--- config.mk ---
export PLATFORM = sky130hd
export DESIGN_NAME = swwc_top
export DESIGN_NICKNAME = d
export VERILOG_FILES = /design/src/hdl/swwc_pkg.sv /design/src/hdl/swwc_top.sv
export SDC_FILE = /design/constraint.sdc
export NUM_CORES = 1
export LEC_CHECK = 0
export ABC_AREA = 1
export BUFFER_PORTS_ARGS = -buffer_cell sky130_fd_sc_hd__buf_4
export CAP_MARGIN = 30
export CORE_MARGIN = 8
export CORE_UTILIZATION = 49
export CTS_CLUSTER_SIZE = 24
export DETAILED_ROUTE_END_ITERATION = 8
export PLACE_DENSITY = 0.81
export SLEW_MARGIN = 20
export SYNTH_ARGS = -nofsm -noshare
export SYNTH_HDL_FRONTEND = slang
export SYNTH_SLANG_ARGS = --single-unit
--- constraint.sdc ---
create_clock -name mclk -period 2 [get_ports mclk]
set_clock_uncertainty 0.2 [all_clocks]
set_input_delay 0.4 -clock mclk [delete_from_list [all_inputs] [get_ports mclk]]
set_output_delay 0.4 -clock mclk [all_outputs]
set_load 0.005 [all_outputs]
--- src/hdl/swwc_pkg.sv ---
`default_nettype none
package swwc_pkg;
    // Register byte addresses
    localparam logic [7:0] ADDR_CORE_IRQ_CONTROL = 8'h00;
    localparam logic [7:0] ADDR_TIMER_PRESCALER_CONFIG = 8'h04;
    localparam logic [7:0] ADDR_PERIPHERAL_IRQ_ENABLE_1 = 8'h08;
    localparam logic [7:0] ADDR_PERIPHERAL_IRQ_ENABLE_2 = 8'h0C;
    localparam logic [7:0] ADDR_PERIPHERAL_IRQ_FLAGS_1 = 8'h10;
    localparam logic [7:0] ADDR_PERIPHERAL_IRQ_FLAGS_2 = 8'h14;
    localparam logic [7:0] ADDR_PORT_A_CHANGE_IRQ_ENABLE = 8'h18;
    localparam logic [7:0] ADDR_PORT_B_CHANGE_IRQ_ENABLE = 8'h1C;
    localparam logic [7:0] ADDR_CPU_STATUS = 8'h20;

    // Implemented-bit masks
    localparam logic [7:0] MASK_PERIPHERAL_2 = 8'hDF;
    localparam logic [7:0] MASK_PORT_A = 8'hEF;
    localparam logic [7:0] MASK_PORT_B = 8'hF3;

    // Reset values
    localparam logic [7:0] RST_CORE_IRQ_CONTROL = 8'h00;
    localparam logic [7:0] RST_TIMER_PRESCALER_CONFIG = 8'hFF;
    localparam logic [7:0] RST_CPU_STATUS = 8'h18;

    // Field positions
    localparam int GLOBAL_IRQ_ENABLE_BIT = 7;
    localparam int EXT_EDGE_IRQ_ENABLE_BIT = 4;
    localparam int PIN_CHANGE_IRQ_ENABLE_BIT = 3;
    localparam int EXT_EDGE_IRQ_FLAG_BIT = 1;
    localparam int PIN_CHANGE_IRQ_FLAG_BIT = 0;
    localparam int PRESCALER_ASSIGN_BIT = 3;
    localparam int PRESCALER_RATE_LSB = 0;
    localparam int PRESCALER_RATE_W = 3;
    localparam int WATCHDOG_EXPIRY_FLAG_BIT = 4;
    localparam int POWER_DOWN_FLAG_BIT = 3;

    // Timing
    localparam int CLK_PERIOD_NS = 100;
    localparam int WDT_BASE_PERIOD_US = 18000;
    localparam int WDT_BASE_CYCLES = (WDT_BASE_PERIOD_US * 1000) / CLK_PERIOD_NS;
    localparam int WDT_CNT_W = 24;
    localparam int WDT_PRESC_W = 7;

    typedef enum logic [0:0] {
        SWWC_RUN = 1'b0,
        SWWC_SLEEP = 1'b1
    } swwc_state_t;
endpackage : swwc_pkg
`default_nettype wire

--- src/hdl/swwc_top.sv ---
// Functional notes
// - Sleep instruction enters power-down unless irq pending
// - Watchdog cleared at sleep, keeps counting
// - Sleep entry clears power-down, sets expiry flag
// - Core clock stopped during power-down
// - Analog supply off in sleep, enables kept
// - Pins keep pre-sleep output state
// - Power-on reset wakes device from sleep
// - Five wake sources: resets, watchdog, interrupts
// - Only pin-change and edge irq wake
// - Sleep prefetches the next program address
// - Individual enable gates wake, global ignored
// - Global enable selects continue or vector
// - Watchdog cleared on every wake
// - Pending irq makes sleep a no-op
// - Late irq: full sleep, immediate wake
// - Watchdog runs only with fuse set
// - Expiry resets when running, wakes when sleeping
// - Base interval, optional prescaler up to 1:128
// - Clear and sleep instructions clear watchdog
// - Timeout clears the expiry flag
//
// Local design decisions: the placing of the registers and register access over APB.
`default_nettype none
module swwc_top #(
    parameter int WDT_BASE_CYCLES = swwc_pkg::WDT_BASE_CYCLES,
    parameter int PC_W = 12
) (
    input wire logic mclk,
    input wire logic rst_n,
    input wire logic psel,
    input wire logic penable,
    input wire logic pwrite,
    input wire logic [7:0] paddr,
    input wire logic [31:0] pwdata,
    output logic [31:0] prdata,
    output logic pready,
    output logic pslverr,
    input wire logic sleep_exec,
    input wire logic watchdog_clear_instruction,
    input wire logic [PC_W-1:0] pc,
    input wire logic por_event,
    input wire logic external_reset_pin_n,
    input wire logic external_reset_enable,
    input wire logic watchdog_enable_fuse,
    input wire logic ext_edge_irq,
    input wire logic [7:0] pin_change_a,
    input wire logic [7:0] pin_change_b,
    input wire logic [7:0] periph_flag_set_1,
    input wire logic [7:0] periph_flag_set_2,
    input wire logic [7:0] gpio_out_core,
    input wire logic [7:0] gpio_oe_core,
    output logic [7:0] gpio_out,
    output logic [7:0] gpio_oe,
    output logic cpu_clk_en,
    output logic analog_domain_on,
    output logic device_reset_req,
    output logic resume_pulse,
    output logic isr_vector_pending,
    output logic prefetch_req,
    output logic [PC_W-1:0] prefetch_addr
);
    ////////////////////////////////////////////////////////////////////////////
    swwc_pkg::swwc_state_t state;
    logic [7:0] core_irq_control;
    logic [7:0] timer_prescaler_config;
    logic [7:0] peripheral_irq_enable_1;
    logic [7:0] peripheral_irq_enable_2;
    logic [7:0] peripheral_irq_flags_1;
    logic [7:0] peripheral_irq_flags_2;
    logic [7:0] port_a_change_irq_enable;
    logic [7:0] port_b_change_irq_enable;
    logic [7:0] cpu_status;
    logic [swwc_pkg::WDT_CNT_W-1:0] wdt_base_cnt;
    logic [swwc_pkg::WDT_PRESC_W-1:0] wdt_presc_cnt;
    logic [swwc_pkg::WDT_PRESC_W-1:0] presc_limit;
    logic wdt_fuse_q;
    logic wr_en;
    logic rd_en;
    logic addr_ok;
    logic [7:0] wdata;
    logic [7:0] rdata_mux;
    logic pin_change_hit;
    logic wake_pending;
    logic reset_evt;
    logic wdt_expire;
    logic wdt_clear;
    logic sleep_go;
    logic sleep_nop;
    logic irq_wake;
    logic wdt_wake;
    logic [7:0] flags_1_set;
    logic [7:0] flags_2_set;

    ////////////////////////////////////////////////////////////////////////////
    // APB access decode
    assign wr_en = psel && penable && pready && pwrite;
    assign rd_en = psel && !penable;
    assign wdata = pwdata[7:0];

    always_comb begin
        addr_ok = 1'b1;
        case (paddr)
            swwc_pkg::ADDR_CORE_IRQ_CONTROL: rdata_mux = core_irq_control;
            swwc_pkg::ADDR_TIMER_PRESCALER_CONFIG: rdata_mux = timer_prescaler_config;
            swwc_pkg::ADDR_PERIPHERAL_IRQ_ENABLE_1: rdata_mux = peripheral_irq_enable_1;
            swwc_pkg::ADDR_PERIPHERAL_IRQ_ENABLE_2: rdata_mux = peripheral_irq_enable_2;
            swwc_pkg::ADDR_PERIPHERAL_IRQ_FLAGS_1: rdata_mux = peripheral_irq_flags_1;
            swwc_pkg::ADDR_PERIPHERAL_IRQ_FLAGS_2: rdata_mux = peripheral_irq_flags_2;
            swwc_pkg::ADDR_PORT_A_CHANGE_IRQ_ENABLE: rdata_mux = port_a_change_irq_enable;
            swwc_pkg::ADDR_PORT_B_CHANGE_IRQ_ENABLE: rdata_mux = port_b_change_irq_enable;
            swwc_pkg::ADDR_CPU_STATUS: rdata_mux = cpu_status;
            default: begin
                rdata_mux = 8'h00;
                addr_ok = 1'b0;
            end
        endcase
    end

    // One wait state: pready rises in the second access cycle
    always_ff @(posedge mclk) begin
        if (!rst_n) begin
            pready <= 1'b0;
            pslverr <= 1'b0;
            prdata <= 32'h00000000;
        end else begin
            pready <= psel && penable && !pready;
            pslverr <= psel && penable && !pready && !addr_ok;
            if (psel && penable && !pready && !pwrite) begin
                prdata <= {24'h000000, rdata_mux};
            end else if (rd_en) begin
                prdata <= 32'h00000000;
            end
        end
    end

    ////////////////////////////////////////////////////////////////////////////
    // Wake sources
    assign pin_change_hit = |((pin_change_a & port_a_change_irq_enable) |
                              (pin_change_b & port_b_change_irq_enable));
    // Only edge and pin-change flags with their own enable; global enable ignored
    assign wake_pending = (core_irq_control[swwc_pkg::EXT_EDGE_IRQ_ENABLE_BIT] &&
                           core_irq_control[swwc_pkg::EXT_EDGE_IRQ_FLAG_BIT]) ||
                          (core_irq_control[swwc_pkg::PIN_CHANGE_IRQ_ENABLE_BIT] &&
                           core_irq_control[swwc_pkg::PIN_CHANGE_IRQ_FLAG_BIT]);
    assign reset_evt = por_event || (external_reset_enable && !external_reset_pin_n);
    assign sleep_go = (state == swwc_pkg::SWWC_RUN) && sleep_exec && !wake_pending && !reset_evt;
    assign sleep_nop = (state == swwc_pkg::SWWC_RUN) && sleep_exec && wake_pending;
    assign irq_wake = (state == swwc_pkg::SWWC_SLEEP) && wake_pending && !reset_evt;
    assign wdt_wake = (state == swwc_pkg::SWWC_SLEEP) && wdt_expire && !reset_evt && !wake_pending;

    ////////////////////////////////////////////////////////////////////////////
    // Watchdog
    always_comb begin
        if (timer_prescaler_config[swwc_pkg::PRESCALER_ASSIGN_BIT]) begin
            presc_limit = swwc_pkg::WDT_PRESC_W'((8'h01 << timer_prescaler_config[2:0]) - 8'h01);
        end else begin
            presc_limit = 7'h00;
        end
    end

    assign wdt_expire = wdt_fuse_q && (wdt_base_cnt == swwc_pkg::WDT_CNT_W'(WDT_BASE_CYCLES - 1)) &&
                        (wdt_presc_cnt >= presc_limit);
    assign wdt_clear = watchdog_clear_instruction || sleep_go || irq_wake || wdt_wake ||
                       reset_evt || wdt_expire;

    // Fuse caught while reset is held; a cleared fuse stays cleared
    always_ff @(posedge mclk) begin
        if (!rst_n) begin
            wdt_fuse_q <= watchdog_enable_fuse;
        end
    end

    always_ff @(posedge mclk) begin
        if (!rst_n) begin
            wdt_base_cnt <= '0;
            wdt_presc_cnt <= '0;
        end else if (!wdt_fuse_q || wdt_clear) begin
            wdt_base_cnt <= '0;
            wdt_presc_cnt <= '0;
        end else if (wdt_base_cnt == swwc_pkg::WDT_CNT_W'(WDT_BASE_CYCLES - 1)) begin
            wdt_base_cnt <= '0;
            wdt_presc_cnt <= wdt_presc_cnt + 7'h01;
        end else begin
            wdt_base_cnt <= wdt_base_cnt + 24'h000001;
        end
    end

    ////////////////////////////////////////////////////////////////////////////
    // Sleep state machine and power gating
    always_ff @(posedge mclk) begin
        if (!rst_n) begin
            state <= swwc_pkg::SWWC_RUN;
        end else begin
            case (state)
                swwc_pkg::SWWC_RUN: begin
                    if (sleep_go) begin
                        state <= swwc_pkg::SWWC_SLEEP;
                    end
                end
                swwc_pkg::SWWC_SLEEP: begin
                    if (reset_evt || irq_wake || wdt_wake) begin
                        state <= swwc_pkg::SWWC_RUN;
                    end
                end
                default: state <= swwc_pkg::SWWC_RUN;
            endcase
        end
    end

    always_ff @(posedge mclk) begin
        if (!rst_n) begin
            cpu_clk_en <= 1'b1;
            analog_domain_on <= 1'b1;
        end else if (sleep_go) begin
            cpu_clk_en <= 1'b0;
            analog_domain_on <= 1'b0;
        end else if (state == swwc_pkg::SWWC_SLEEP && (reset_evt || irq_wake || wdt_wake)) begin
            cpu_clk_en <= 1'b1;
            analog_domain_on <= 1'b1;
        end
    end

    // Pin drivers frozen while asleep
    always_ff @(posedge mclk) begin
        if (!rst_n) begin
            gpio_out <= 8'h00;
            gpio_oe <= 8'h00;
        end else if (state == swwc_pkg::SWWC_RUN && !sleep_go) begin
            gpio_out <= gpio_out_core;
            gpio_oe <= gpio_oe_core;
        end
    end

    always_ff @(posedge mclk) begin
        if (!rst_n) begin
            device_reset_req <= 1'b0;
            resume_pulse <= 1'b0;
            isr_vector_pending <= 1'b0;
        end else begin
            device_reset_req <= reset_evt || (wdt_expire && state == swwc_pkg::SWWC_RUN);
            resume_pulse <= irq_wake || wdt_wake;
            if (reset_evt) begin
                isr_vector_pending <= 1'b0;
            end else if (irq_wake) begin
                isr_vector_pending <= core_irq_control[swwc_pkg::GLOBAL_IRQ_ENABLE_BIT];
            end else if (state == swwc_pkg::SWWC_RUN && !sleep_go) begin
                isr_vector_pending <= 1'b0;
            end
        end
    end

    always_ff @(posedge mclk) begin
        if (!rst_n) begin
            prefetch_req <= 1'b0;
            prefetch_addr <= '0;
        end else begin
            prefetch_req <= sleep_exec && state == swwc_pkg::SWWC_RUN;
            if (sleep_exec && state == swwc_pkg::SWWC_RUN) begin
                prefetch_addr <= pc + PC_W'(1);
            end
        end
    end

    ////////////////////////////////////////////////////////////////////////////
    // Registers; hardware set wins over a software clear
    assign flags_1_set = periph_flag_set_1;
    assign flags_2_set = periph_flag_set_2 & swwc_pkg::MASK_PERIPHERAL_2;

    always_ff @(posedge mclk) begin
        if (!rst_n) begin
            core_irq_control <= swwc_pkg::RST_CORE_IRQ_CONTROL;
        end else begin
            if (wr_en && paddr == swwc_pkg::ADDR_CORE_IRQ_CONTROL) begin
                core_irq_control <= wdata;
            end
            if (ext_edge_irq) begin
                core_irq_control[swwc_pkg::EXT_EDGE_IRQ_FLAG_BIT] <= 1'b1;
            end
            if (pin_change_hit) begin
                core_irq_control[swwc_pkg::PIN_CHANGE_IRQ_FLAG_BIT] <= 1'b1;
            end
        end
    end

    always_ff @(posedge mclk) begin
        if (!rst_n) begin
            timer_prescaler_config <= swwc_pkg::RST_TIMER_PRESCALER_CONFIG;
            peripheral_irq_enable_1 <= 8'h00;
            peripheral_irq_enable_2 <= 8'h00;
            port_a_change_irq_enable <= 8'h00;
            port_b_change_irq_enable <= 8'h00;
        end else if (wr_en) begin
            case (paddr)
                swwc_pkg::ADDR_TIMER_PRESCALER_CONFIG: timer_prescaler_config <= wdata;
                swwc_pkg::ADDR_PERIPHERAL_IRQ_ENABLE_1: peripheral_irq_enable_1 <= wdata;
                swwc_pkg::ADDR_PERIPHERAL_IRQ_ENABLE_2: peripheral_irq_enable_2 <= wdata & swwc_pkg::MASK_PERIPHERAL_2;
                swwc_pkg::ADDR_PORT_A_CHANGE_IRQ_ENABLE: port_a_change_irq_enable <= wdata & swwc_pkg::MASK_PORT_A;
                swwc_pkg::ADDR_PORT_B_CHANGE_IRQ_ENABLE: port_b_change_irq_enable <= wdata & swwc_pkg::MASK_PORT_B;
                default: begin
                end
            endcase
        end
    end

    always_ff @(posedge mclk) begin
        if (!rst_n) begin
            peripheral_irq_flags_1 <= 8'h00;
            peripheral_irq_flags_2 <= 8'h00;
        end else begin
            if (wr_en && paddr == swwc_pkg::ADDR_PERIPHERAL_IRQ_FLAGS_1) begin
                peripheral_irq_flags_1 <= wdata | flags_1_set;
            end else begin
                peripheral_irq_flags_1 <= peripheral_irq_flags_1 | flags_1_set;
            end
            if (wr_en && paddr == swwc_pkg::ADDR_PERIPHERAL_IRQ_FLAGS_2) begin
                peripheral_irq_flags_2 <= (wdata & swwc_pkg::MASK_PERIPHERAL_2) | flags_2_set;
            end else begin
                peripheral_irq_flags_2 <= peripheral_irq_flags_2 | flags_2_set;
            end
        end
    end

    // Status: flag bits owned by hardware, the rest writable
    always_ff @(posedge mclk) begin
        if (!rst_n) begin
            cpu_status <= swwc_pkg::RST_CPU_STATUS;
        end else begin
            if (wr_en && paddr == swwc_pkg::ADDR_CPU_STATUS) begin
                cpu_status[7:5] <= wdata[7:5];
                cpu_status[2:0] <= wdata[2:0];
            end
            if (por_event) begin
                cpu_status[swwc_pkg::WATCHDOG_EXPIRY_FLAG_BIT] <= 1'b1;
                cpu_status[swwc_pkg::POWER_DOWN_FLAG_BIT] <= 1'b1;
            end else if (wdt_expire) begin
                cpu_status[swwc_pkg::WATCHDOG_EXPIRY_FLAG_BIT] <= 1'b0;
            end else if (sleep_go) begin
                cpu_status[swwc_pkg::WATCHDOG_EXPIRY_FLAG_BIT] <= 1'b1;
                cpu_status[swwc_pkg::POWER_DOWN_FLAG_BIT] <= 1'b0;
            end
        end
    end
endmodule : swwc_top
`default_nettype wire

After elaboration in Yosys (flattened, before gate mapping)
Cells that the tools add are included.
{"block": "op_classes", "addsub": 4, "n_lt_le_gt_ge": 1, "n_eq_ne": 9, "shifts": 1, "muxes": 19, "n_bitwise": 10, "n_reduce_logical": 67}
{"cell": "one-hot mux 8 bit (9 select lines)", "n": 1}
{"cell": "OR 8 bit", "n": 5}
{"cell": "== test 8 x 5 -> 1 bit (second input constant)", "n": 4}
{"cell": "two-way mux 8 bit", "n": 4}
{"cell": "logical AND 1 bit", "n": 27}
{"cell": "adder 24 x 1 -> 24 bit (second input constant)", "n": 1}
{"cell": "== test 24 x 18 -> 1 bit (second input constant)", "n": 1}
{"cell": "AND 8 bit", "n": 2}
{"cell": "== test 8 x 4 -> 1 bit (second input constant)", "n": 2}
{"cell": "adder 12 x 1 -> 12 bit (second input constant)", "n": 1}
{"cell": "logical OR 1 bit", "n": 12}
{"cell": "AND reduction 2 bit", "n": 6}
{"cell": "nonzero test 2 bit", "n": 6}
{"cell": "two-way mux 1 bit", "n": 10}
{"cell": "logical NOT 1 bit", "n": 9}
{"cell": "OR reduction 9 bit", "n": 1}
{"cell": "== test 8 x 3 -> 1 bit (second input constant)", "n": 1}
{"cell": "== test 8 x 6 -> 1 bit (second input constant)", "n": 1}
{"cell": "logical NOT 8 bit", "n": 1}
{"cell": "OR reduction 8 bit", "n": 1}
{"cell": "adder 7 x 1 -> 7 bit (second input constant)", "n": 1}
{"cell": ">= comparator 7 bit", "n": 1}
{"cell": "two-way mux 7 bit", "n": 1}
{"cell": "left shift 1 x 3 -> 7 bit (first input constant)", "n": 1}
{"cell": "6 further kinds", "n": 11}
{"block": "word_totals", "ff_bits": 144, "in_bits": 112, "elab_cells": 139}

Longest topological paths before layout
Gate-level depths: netlist of the first run.
{"block": "logic_depth", "depth_word": 13, "ltp_mapped": 12, "depth_no_buf": 12}

Least setup slack after synthesis of the first run
Ideal clock, no wire load.
{"block": "synth_path", "kind": "register to register", "startpoint": "register timer_prescaler_config[1]", "endpoint": "register wdt_presc_cnt[0] in the netlist's numbering", "setup_ns": 0.118, "arrival_ns": 1.661, "slack_ns": 0.022, "stages_incl_launch_ff": 12, "period_less_slack_ns": 1.978, "cell_sequence": "dfxtp_1 -> inv_1 -> o31ai_1 -> inv_1 -> ha_1 -> nand2_1 -> o21ai_0 -> nand3_1 -> nand3_1 -> nand3_1 -> nand2_2 -> a21oi_1"}
{"block": "synth_between", "elab_chain_cells": 13}
{"element": "start: declaration", "line_no": "swwc_top.sv:66", "source": "logic [7:0] timer_prescaler_config;"}
{"element": "start signal: assignment", "line_no": "swwc_top.sv:288", "source": "timer_prescaler_config <= swwc_pkg::RST_TIMER_PRESCALER_CONFIG;"}
{"element": "start signal: assignment", "line_no": "swwc_top.sv:295", "source": "swwc_pkg::ADDR_TIMER_PRESCALER_CONFIG: timer_prescaler_config <= wdata;"}
{"element": "left shift 1 x 3 -> 7 bit *", "line_no": "swwc_top.sv:156", "source": "presc_limit = swwc_pkg::WDT_PRESC_W'((8'h01 << timer_prescaler_config[2:0]) - 8'h01);"}
{"element": "subtractor 7 x 1 -> 7 bit *", "line_no": "swwc_top.sv:156"}
{"element": "two-way mux 7 bit *", "line_no": "swwc_top.sv:155", "source": "if (timer_prescaler_config[swwc_pkg::PRESCALER_ASSIGN_BIT]) begin"}
{"element": ">= comparator 7 bit *", "line_no": "swwc_top.sv:163", "source": "(wdt_presc_cnt >= presc_limit);"}
{"element": "logical AND 1 bit *", "line_no": "swwc_top.sv:162", "source": "assign wdt_expire = wdt_fuse_q && (wdt_base_cnt == swwc_pkg::WDT_CNT_W'(WDT_BASE_CYCLES - 1)) &&"}
{"element": "logical AND 1 bit (3 in a row)", "line_no": "swwc_top.sv:150", "source": "assign wdt_wake = (state == swwc_pkg::SWWC_SLEEP) && wdt_expire && !reset_evt && !wake_pending;"}
{"element": "logical OR 1 bit (2 in a row)", "line_no": "swwc_top.sv:164", "source": "assign wdt_clear = watchdog_clear_instruction || sleep_go || irq_wake || wdt_wake ||"}
{"element": "logical OR 1 bit *", "line_no": "swwc_top.sv:165", "source": "reset_evt || wdt_expire;"}
{"element": "logical OR 1 bit *", "line_no": "swwc_top.sv:178", "source": "end else if (!wdt_fuse_q || wdt_clear) begin"}
{"element": "OR reduction 2 bit (no line) *"}
{"element": "end signal: assignment", "line_no": "swwc_top.sv:183", "source": "wdt_presc_cnt <= wdt_presc_cnt + 7'h01;"}
{"element": "end: declaration", "line_no": "swwc_top.sv:75", "source": "logic [swwc_pkg::WDT_PRESC_W-1:0] wdt_presc_cnt;"}
Every way passes the cells marked *; elsewhere a longest branch is shown, timed or not.
A chain may end at the register's enable or synchronous reset.

Final worst setup path of the first run
{"block": "layout_path", "startpoint": "register timer_prescaler_config[0]", "endpoint": "register wdt_presc_cnt[1] in the netlist's numbering"}
Same word-level chain as after synthesis.

==> reports/metrics.yaml, run 1 <==
sta:
  setup_viol: 13
  min_period_ns: 2.06
  post-route-period-util: 1.03
  setup_slack_ns: -0.0563
  max_freq_mhz: 486
  hold_viol: 0
  drv_slew: 0
  tightestPinTransition_ns: 0.753
  grt_setup_unrepaired: "yes"
  slew_headroom: 0.498
global_route:
  antenna_found_initial: 0
  grt_pass1_wl_um: 33100
  grt_max_degree: 82
  grt-ovfl-total: 0
  grt_pass1_vias: 6890
  track_usage: 0.208
clocking:
  root_buffer: "clkbuf_16"
  clk_latency_ns: 0.42
  clk_path_buf_depth: 2
  clock_sinks: 143
  path_clk_slew_ns: 0.06
  tritoncts: "yes"
  htree_num_levels: 4
  numCtsBuffers: 17
critical_path:
  cp-end-kind: "flip-flop"
  worst-setup-path-type: "reg -> reg"
  critPathLaunch: "timer_prescaler_config[0]$_SDFFE_PN1P_"
  worstPathRequired_ns: 2.11
  worstPathMaxFanout: 7
  cp-start-kind: "flip-flop"
  r2r_start: "timer_prescaler_config[0]$_SDFFE_PN1P_"
  r2r_cells: 11
  crit_arrival_ns: 2.16
finish:
  layout_commonest_cell: "buf_4"
  layout_common_cells: "buf_4, nor2_1, nand2_1"
  final_nets: 1307
  utilization: 0.650
  drive_gt1_frac: 0.243
  antenna_cells: 0
  area_delta_synth_final_pct: 29.5
  final_cell_count_no_fill: 1382
placement:
  pre_cts_slack_ns: -0.113
  port_buffers: 127
  dp_cells: 1335
  gp_congestion: 0.878
  dp_hpwl_um: 15000
routing:
  vias: 7166
  drt_wl_total_um: 20700
  viasPerCell: 5.19
  drc: 0
  drt_iter0_drc: 649
  post_drt_wl_per_cell_um: 15.0
  antenna_left: 0
  first_pass_iters: 5
power:
  vdd_drop_max_v: 0.000623
  power_leakage_nw: 4.28
  powerDensity_mw_per_mm2: 732
synthesis:
  yosys_warnings: 0
  netlist_area_mm2: 0.00732
  ys_ff_latch: 143
  synth_area_leaders: "dfxtp_1, nor2_1, nand2_1"
  yosysTopAreaCell: "dfxtp_1"
  avgSynthCellArea_um2: 7.22
  synth_cells: 1013
  synth.distinct_cells: 45
  yosysSeqAreaShare: 0.393
  synth.top_cell.area_share: 0.389
run:
  maxCapViolCount: 0
die:
  die-area_mm2: 0.0191
  die_w_um: 138
  core_region_area_mm2: 0.0146
  start_util: 0.501
  chipHeight_um: 138
  num_rows: 44
  num_io_pins: 180
hold_path:
  min_from: "gpio_oe_core[2]"
  min_path_cells: 3
  min_path_type: "in -> reg"
run_status:
  outcome: "finished with violations"
  violations: "negative setup slack"
==> layout make-up <==
cell class | count | area (um2)
repair buffers | 186 | 1460
multi-input cells | 713 | 3810
clock inverters | 10 | 160
clock buffers | 22 | 464
flip-flops and latches | 143 | 2880
fillers | 1236 | 5110
inverters | 124 | 475
well taps | 184 | 230
==> critical path, cell delays in order, from the launching register on <==
cell	delay [ns]
dfxtp_2	0.33
inv_2	0.04
o31ai_2	0.25
inv_1	0.11
ha_4	0.30
nand2_4	0.05
o21ai_2	0.12
nand3_1	0.09
nand3_2	0.13
nand3_4	0.14
nand2_8	0.13
a21oi_1	0.05
==> path summary, 6_finish.rpt <==
check | endpoint | slack (ns)
max reg2reg | wdt_presc_cnt[1]$_SDFFE_PP0N_ | -0.06
min reg2reg | prdata[4]$_SDFFE_PN0P_ | 0.26
max | wdt_presc_cnt[1]$_SDFFE_PP0N_ | -0.06
min | gpio_oe[2]$_SDFFE_PN0P_ | 0.009
==> routing by layer <==
metal	wire, um	global-route usage
met5	0	0
met4	459	0.0778
met3	1300	0.0551
met2	10000	0.344
met1	8980	0.253
==> per-stage QoR <==
step	power [mW]	hold WS, ns	instance area (um2)	setup TNS (ns)
2_1_floorplan	3.32	0.219	7400	0
3_3_place_gp	3.59	0.252	8560	-0.373
3_5_place_dp	3.61	0.258	8560	-0.929
4_1_cts	6.95	0.000968	9340	0
5_1_grt	7.13	0.000312	9480	-1.30
6_report	6.93	0.00859	9480	-0.406
==> registers in the layout, summed over array words and instances (netlist names), 8 cells and up <==
| name | count |
|---|---|
| wdt_base_cnt | 24 |
| gpio_oe | 8 |
| timer_prescaler_config | 8 |
| cpu_status | 8 |
| prdata | 8 |
| peripheral_irq_flags_1 | 8 |
| core_irq_control | 8 |
| peripheral_irq_enable_1 | 8 |
| gpio_out | 8 |
| prefetch_addr | 12 |
==> synthesized netlist by cell type <==
master / count
nand3_2: 2
or2_0: 1
nand3_1: 83
o21a_1: 1
buf_6: 3
nor3_2: 3
o21bai_4: 1
a31oi_1: 2
nand4_4: 1
nand3_4: 1
o211ai_1: 10
inv_1: 115
nand2_4: 3
xnor2_1: 10
nor3b_1: 1
conb_1: 1
buf_1: 1
inv_4: 1
buf_2: 9
nand2_1: 146
edfxtp_1: 1
nor4_1: 2
nand4_1: 19
inv_6: 1
inv_2: 7
nand2_2: 14
clkbuf_1: 8
nor3_4: 2
nor2_2: 9
nor2_4: 11
or2_2: 2
nor2_1: 152
a21oi_1: 84
o21ai_0: 76
nor4_4: 2
nor3_1: 7
dfxtp_1: 142
o22ai_2: 1
nand3b_1: 1
ha_1: 10
buf_4: 34
xor2_1: 15
o21ai_1: 6
buf_8: 1
o31ai_1: 11
==> where the power goes <==
part	leakage (nW)	internal (mW)	switching, mW	total (mW)
Combinational	2.81	0.288	0.321	0.610
Clock	0.304	2.15	1.20	3.35
Sequential	1.17	2.93	0.0405	2.97
==> cell families (layout without fill, tap and decap cells) <==
group           count (synthesis)  in the layout  synth area share
simple gates                  462            462             0.301
fa+ha+maj                      10             10            0.0171
buf+inv                       180            342             0.117
other cells                     1             24          0.000513
compound gates                192            192             0.142
flops                         143            143             0.393
xor+xnor                       25             25            0.0299
==> timing repair <==
item,CTS,global route
pin swaps,4,12
setup buffers,0,2
hold buffers,12,1
hold endpoints to repair,12,1
endpoints found under the setup margin,13,23
resized for setup,9,28
Power figures use the tool's default switching activity.
==> inputs of run 2 (changes only) <==
Settings changed: CORE_ASPECT_RATIO set to 1.4, CORE_UTILIZATION 49 to 54, PLACE_DENSITY 0.81 to 0.85.
Clock period 2 ns to 2.2 ns, I/O delays scaled along.
==> run 2 against run 1 <==
Effect of this change: clock power fell by 13%; power fell by 12%; maximum frequency fell by 0.91%; the flow now finishes without violations; worst hold slack improved by 0.0047 ns.
==> reports/metrics.yaml, run 2 (synthesis results as in run 1) <==
routing:
  viasPerCell: 5.24
  antenna_left: 0
  drt_wl_total_um: 19800
  drt_iter0_drc: 548
  post_drt_wl_per_cell_um: 14.8
  first_pass_iters: 5
  vias: 7031
  drc: 0
critical_path:
  crit_arrival_ns: 2.20
  worst-setup-path-type: "reg -> reg"
  worstPathRequired_ns: 2.32
  regToRegSetupSlack_ns: 0.12
  r2r_cells: 12
  cp-start-kind: "flip-flop"
  cp-end-kind: "flip-flop"
  worstPathMaxFanout: 3
sta:
  setup_slack_ns: 0.125
  slew_headroom: 0.489
  hold_viol: 0
  min_period_ns: 2.08
  max_freq_mhz: 482
  tightestPinTransition_ns: 0.767
  setup_tns_ns: 0
  drv_slew: 0
  post-route-period-util: 0.943
  whs_ns: 0.0133
  setup_viol: 0
die:
  die-area_mm2: 0.0176
  num_rows: 50
  chipHeight_um: 154
  num_io_pins: 180
  core_region_area_mm2: 0.0133
  start_util: 0.549
  die_w_um: 114
clocking:
  numCtsBuffers: 17
  htree_num_levels: 4
  clk_path_buf_depth: 2
  tritoncts: "yes"
  path_clk_slew_ns: 0.06
  cts_setup_buffers: 0
  root_buffer: "clkbuf_16"
  clock_sinks: 143
  clk_latency_ns: 0.43
finish:
  largest_reg_flops: 24
  largest_registers: "wdt_base_cnt: 24 flops, prefetch_addr: 12 flops"
  finish.instance_area_mm2: 0.00903
  layout_common_cells: "nor2_1, nand2_1, buf_4"
  max_flop_register: "wdt_base_cnt"
  layout_commonest_cell: "nor2_1"
  area_delta_synth_final_pct: 23.5
  final_nets: 1270
  final_cell_count_no_fill: 1341
  antenna_cells: 0
  utilization: 0.678
  nFillCells: 1091
  drive_gt1_frac: 0.210
global_route:
  grt_pass1_vias: 6691
  grt_pass1_wl_um: 32200
  track_usage: 0.227
  antenna_found_initial: 0
  grt_max_degree: 82
  grt-ovfl-total: 0
hold_path:
  min_path_type: "in -> reg"
  min_path_cells: 2
placement:
  dpl_cell_area_mm2: 0.00838
  gp_congestion: 0.893
  pre_cts_slack_ns: -0.00581
  port_buffers: 127
  dp_cells: 1310
  dp_hpwl_um: 14700
power:
  powerDensity_mw_per_mm2: 679
  vdd_drop_max_v: 0.000447
  power_leakage_nw: 4.08
  power_mw: 6.13
run_status:
  outcome: "complete, no violations"
run:
  maxCapViolCount: 0
## run 2: changes by cell type in the layout (fill, tap and decap cells not counted), sizes merged
cell         delta
clkbuf          -2
bufinv          -1
dlygate4sd3    -12
buf            -25
clkinv          +1
## run 2: worst paths after layout
path / start / end
min reg2reg: cpu_status[3]$_SDFFE_PP1P_ / cpu_status[3]$_SDFFE_PP1P_
max reg2reg: timer_prescaler_config[0]$_SDFFE_PN1P_ / state$_SDFF_PN0_
min: pc[0] / prefetch_addr[0]$_SDFFE_PN0P_
max: timer_prescaler_config[0]$_SDFFE_PN1P_ / state$_SDFF_PN0_
## run 2: per-layer routing
| layer | track usage | vias up | wire length (um) |
|---|---|---|---|
| met5 | 0 | - | 0 |
| met4 | 0.137 | 0 | 885 |
| li1 | - | 3523 | - |
| met1 | 0.252 | 3183 | 7530 |
| met3 | 0.0494 | 62 | 1360 |
| met2 | 0.388 | 263 | 10000 |
## run 2: what timing repair did
action / in CTS / in global routing
pin swaps: 1 / 0
endpoints found under the hold margin: 1 / 0
gates resized for setup: 1 / 7
setup endpoints to repair: 7 / 13
hold buffers: 1 / 0
## run 2: layout make-up
type / instances / area, um2 / share of cell area
sequential: 143 / 2870 / 0.318
multi-input combinational: 713 / 3720 / 0.412
inverter: 124 / 473 / 0.0524
tap: 182 / 228 / 0.0252
clock buffer: 20 / 457 / 0.0506
clock inverter: 10 / 139 / 0.0154
timing repair buffer: 149 / 1150 / 0.127
## run 2: power by group
group          switching (mW)  internal (mW)
combinational           0.278          0.237
sequential             0.0353           2.66
clock                    1.09           1.83
## run 2: critical path, cell delays in order, from the launching register on
cell and delay (ns):
dfxtp_1 0.34, inv_1 0.07, o31ai_2 0.26, inv_1 0.10, ha_4 0.28, nand2_1 0.06
o21ai_1 0.14, nand3_1 0.11, nand3_2 0.11, buf_4 0.12, nand3_1 0.07, nand2_1 0.10
nor2_2 0.04
==> inputs of run 3 (changes only) <==
Settings changed: SETUP_SLACK_MARGIN set to 0.5.
==> run 3 against run 2 <==
Effect of this change: the flow now finishes with violations (negative setup slack); non-clock buffer count rose by 44; final cell count is 3.5% higher; setup slack lost 0.13 ns; power up 5.4%; register-to-register slack worse by 0.13 ns; worst hold slack got worse by 0.0040 ns; maximum frequency fell by 6.1%; sequential power barely moved; utilization is 6.8 points higher; critical endpoint is now wdt_presc_cnt[6]$_SDFFE_PP0N_; highest routed layer unchanged.
==> reports/metrics.yaml, run 3 (synthesis results as in run 1) <==
sta:
  min_period_ns: 2.21
  whs_ns: 0.00928
  setup_slack_ns: -0.00909
  tightestPinTransition_ns: 0.844
  setup_viol: 1
  drv_slew: 0
  post-route-period-util: 1.00
  slew_headroom: 0.437
  max_freq_mhz: 453
  hold_viol: 0
  grt_setup_unrepaired: "yes"
finish:
  final_nets: 1315
  area_delta_synth_final_pct: 35.8
  drive_gt1_frac: 0.316
  finish.instance_area_mm2: 0.00993
  largest_reg_flops: 24
  final_cell_count_no_fill: 1388
  largest_registers: "wdt_base_cnt: 24 flops, prefetch_addr: 12 flops"
  nFillCells: 881
  antenna_cells: 0
  layout_commonest_cell: "buf_4"
  max_flop_register: "wdt_base_cnt"
  layout_common_cells: "buf_4, nand2_1, nor2_1"
die:
  core_region_area_mm2: 0.0133
  start_util: 0.549
  die_w_um: 114
  chipHeight_um: 154
  num_io_pins: 180
  die-area_mm2: 0.0176
  num_rows: 50
routing:
  viasPerCell: 5.74
  drt_iter0_drc: 836
  antenna_left: 0
  drt_wl_total_um: 25400
  drc: 0
  first_pass_iters: 9
  post_drt_wl_per_cell_um: 18.3
  vias: 7967
clocking:
  clk_path_buf_depth: 2
  tritoncts: "yes"
  clock_sinks: 143
  path_clk_slew_ns: 0.07
  numCtsBuffers: 17
  root_buffer: "clkbuf_16"
  clk_latency_ns: 0.44
  htree_num_levels: 4
global_route:
  antenna_found_initial: 0
  grt_pass1_wl_um: 36000
  grt_pass1_vias: 7286
  grt-ovfl-total: 0
  track_usage: 0.257
  grt_max_degree: 82
power:
  vdd_drop_max_v: 0.000492
  power_mw: 6.46
  power_leakage_nw: 4.44
  powerDensity_mw_per_mm2: 650
critical_path:
  crit_path_top_delay_cell: "dfxtp_1"
  r2r_cells: 7
  crit_arrival_ns: 2.38
  max_stage_delay_ns: 0.40
  cp-start-kind: "flip-flop"
  worstPathMaxFanout: 5
  cp-end-kind: "flip-flop"
  crit_chain: "nand2_1, nor2_1, nand4_1, nor3_4, buf_4, nand3_1, a21oi_2"
  worstPathRequired_ns: 2.37
  r2r_start: "wdt_base_cnt[8]$_SDFF_PP0_"
  cp.depth: 7
  worst-setup-path-type: "reg -> reg"
  endpoint: "wdt_presc_cnt[6]$_SDFFE_PP0N_"
  crit_family: "simple AND/OR/NAND/NOR gates"
  regToRegSetupSlack_ns: -0.009
  reg2reg_to: "wdt_presc_cnt[6]$_SDFFE_PP0N_"
  crit_buf_inv: 1
  critPathLaunch: "wdt_base_cnt[8]$_SDFF_PP0_"
run_status:
  outcome: "finished with violations"
  violations: "negative setup slack"
placement:
  dp_cells: 1304
  gp_congestion: 0.906
  port_buffers: 127
  dp_hpwl_um: 15000
  pre_cts_slack_ns: 0.0945
  dpl_cell_area_mm2: 0.00835
hold_path:
  min_path_type: "in -> reg"
run:
  maxCapViolCount: 0
==> run 3: cell count changes in the layout (fill, tap and decap cells not counted), moves of 11 or more <==
cell / change
dfxtp_2: +11
nor2_1: -18
o21ai_0: -15
o21ai_2: +12
buf_4: +30
a21oi_1: -12
nor2_4: +11
dfxtp_1: -14
==> run 3: what timing repair did <==
item | in CTS | in global routing
buffers inserted | 22 | 26
endpoints found under the setup margin | 65 | 109
cloned | 1 | 2
hold buffers | 1 | 0
pin swaps | 22 | 41
hold endpoints to repair | 1 | 0
gates resized for setup | 46 | 100
==> run 3: worst min path at each step <==
stage / from / to / slack, ns / cells after the start
3_5_place_dp: peripheral_irq_flags_2[7]$_SDFF_PN0_ / peripheral_irq_flags_2[7]$_SDFF_PN0_ / 0.26 / 2
3_3_place_gp: isr_vector_pending$_SDFFE_PP0P_ / isr_vector_pending$_SDFFE_PP0P_ / 0.25 / 2
6_report: pc[0] / prefetch_addr[0]$_SDFFE_PN0P_ / 0.009 / 2
4_1_cts: pc[0] / prefetch_addr[0]$_SDFFE_PN0P_ / 0.008 / 2
5_1_grt: pc[0] / prefetch_addr[0]$_SDFFE_PN0P_ / 0.003 / 2
2_1_floorplan: cpu_status[3]$_SDFFE_PP1P_ / cpu_status[3]$_SDFFE_PP1P_ / 0.22 / 2
==> run 3: metal layers <==
layer  up-vias  track usage  wire length [um]
met5         -            0                 0
met4         0        0.155              1930
met3       172       0.0612              2250
met2       560        0.449             12500
met1      3618        0.273              8700
li1       3617            -                 -
==> run 3: through the flow <==
step,TNS [ns],utilization
after floorplan,0,-
after global placement,0,0.627
after detailed placement,0,0.627
after CTS,0,0.706
after global routing,-0.314,0.746
final,-0.00909,0.746
==> run 3: cell type report <==
cell class | count | area, um2 | share of cell area
inverter | 124 | 490 | 0.0494
multi-input combinational | 713 | 4100 | 0.413
timing repair buffer | 193 | 1570 | 0.158
tap | 182 | 228 | 0.0229
clock buffer | 18 | 439 | 0.0442
timing repair inverter | 1 | 5.00 | 0.000504
clock inverter | 14 | 205 | 0.0207
sequential | 143 | 2900 | 0.292
==> run 3: report_power, final <==
part | total (mW) | internal (mW) | switching (mW)
combinational | 0.598 | 0.276 | 0.322
clock | 3.16 | 1.95 | 1.22
sequential | 2.70 | 2.66 | 0.0404
==> run 3: worst reg2reg max path, delay by kind of cell (launching register included) <==
kind | cells | cell delay (ns)
AOI/OAI and AO/OA | 1 | 0.19
buffers and inverters | 1 | 0.18
DFF | 1 | 0.40
and+or+nand+nor | 5 | 1.18
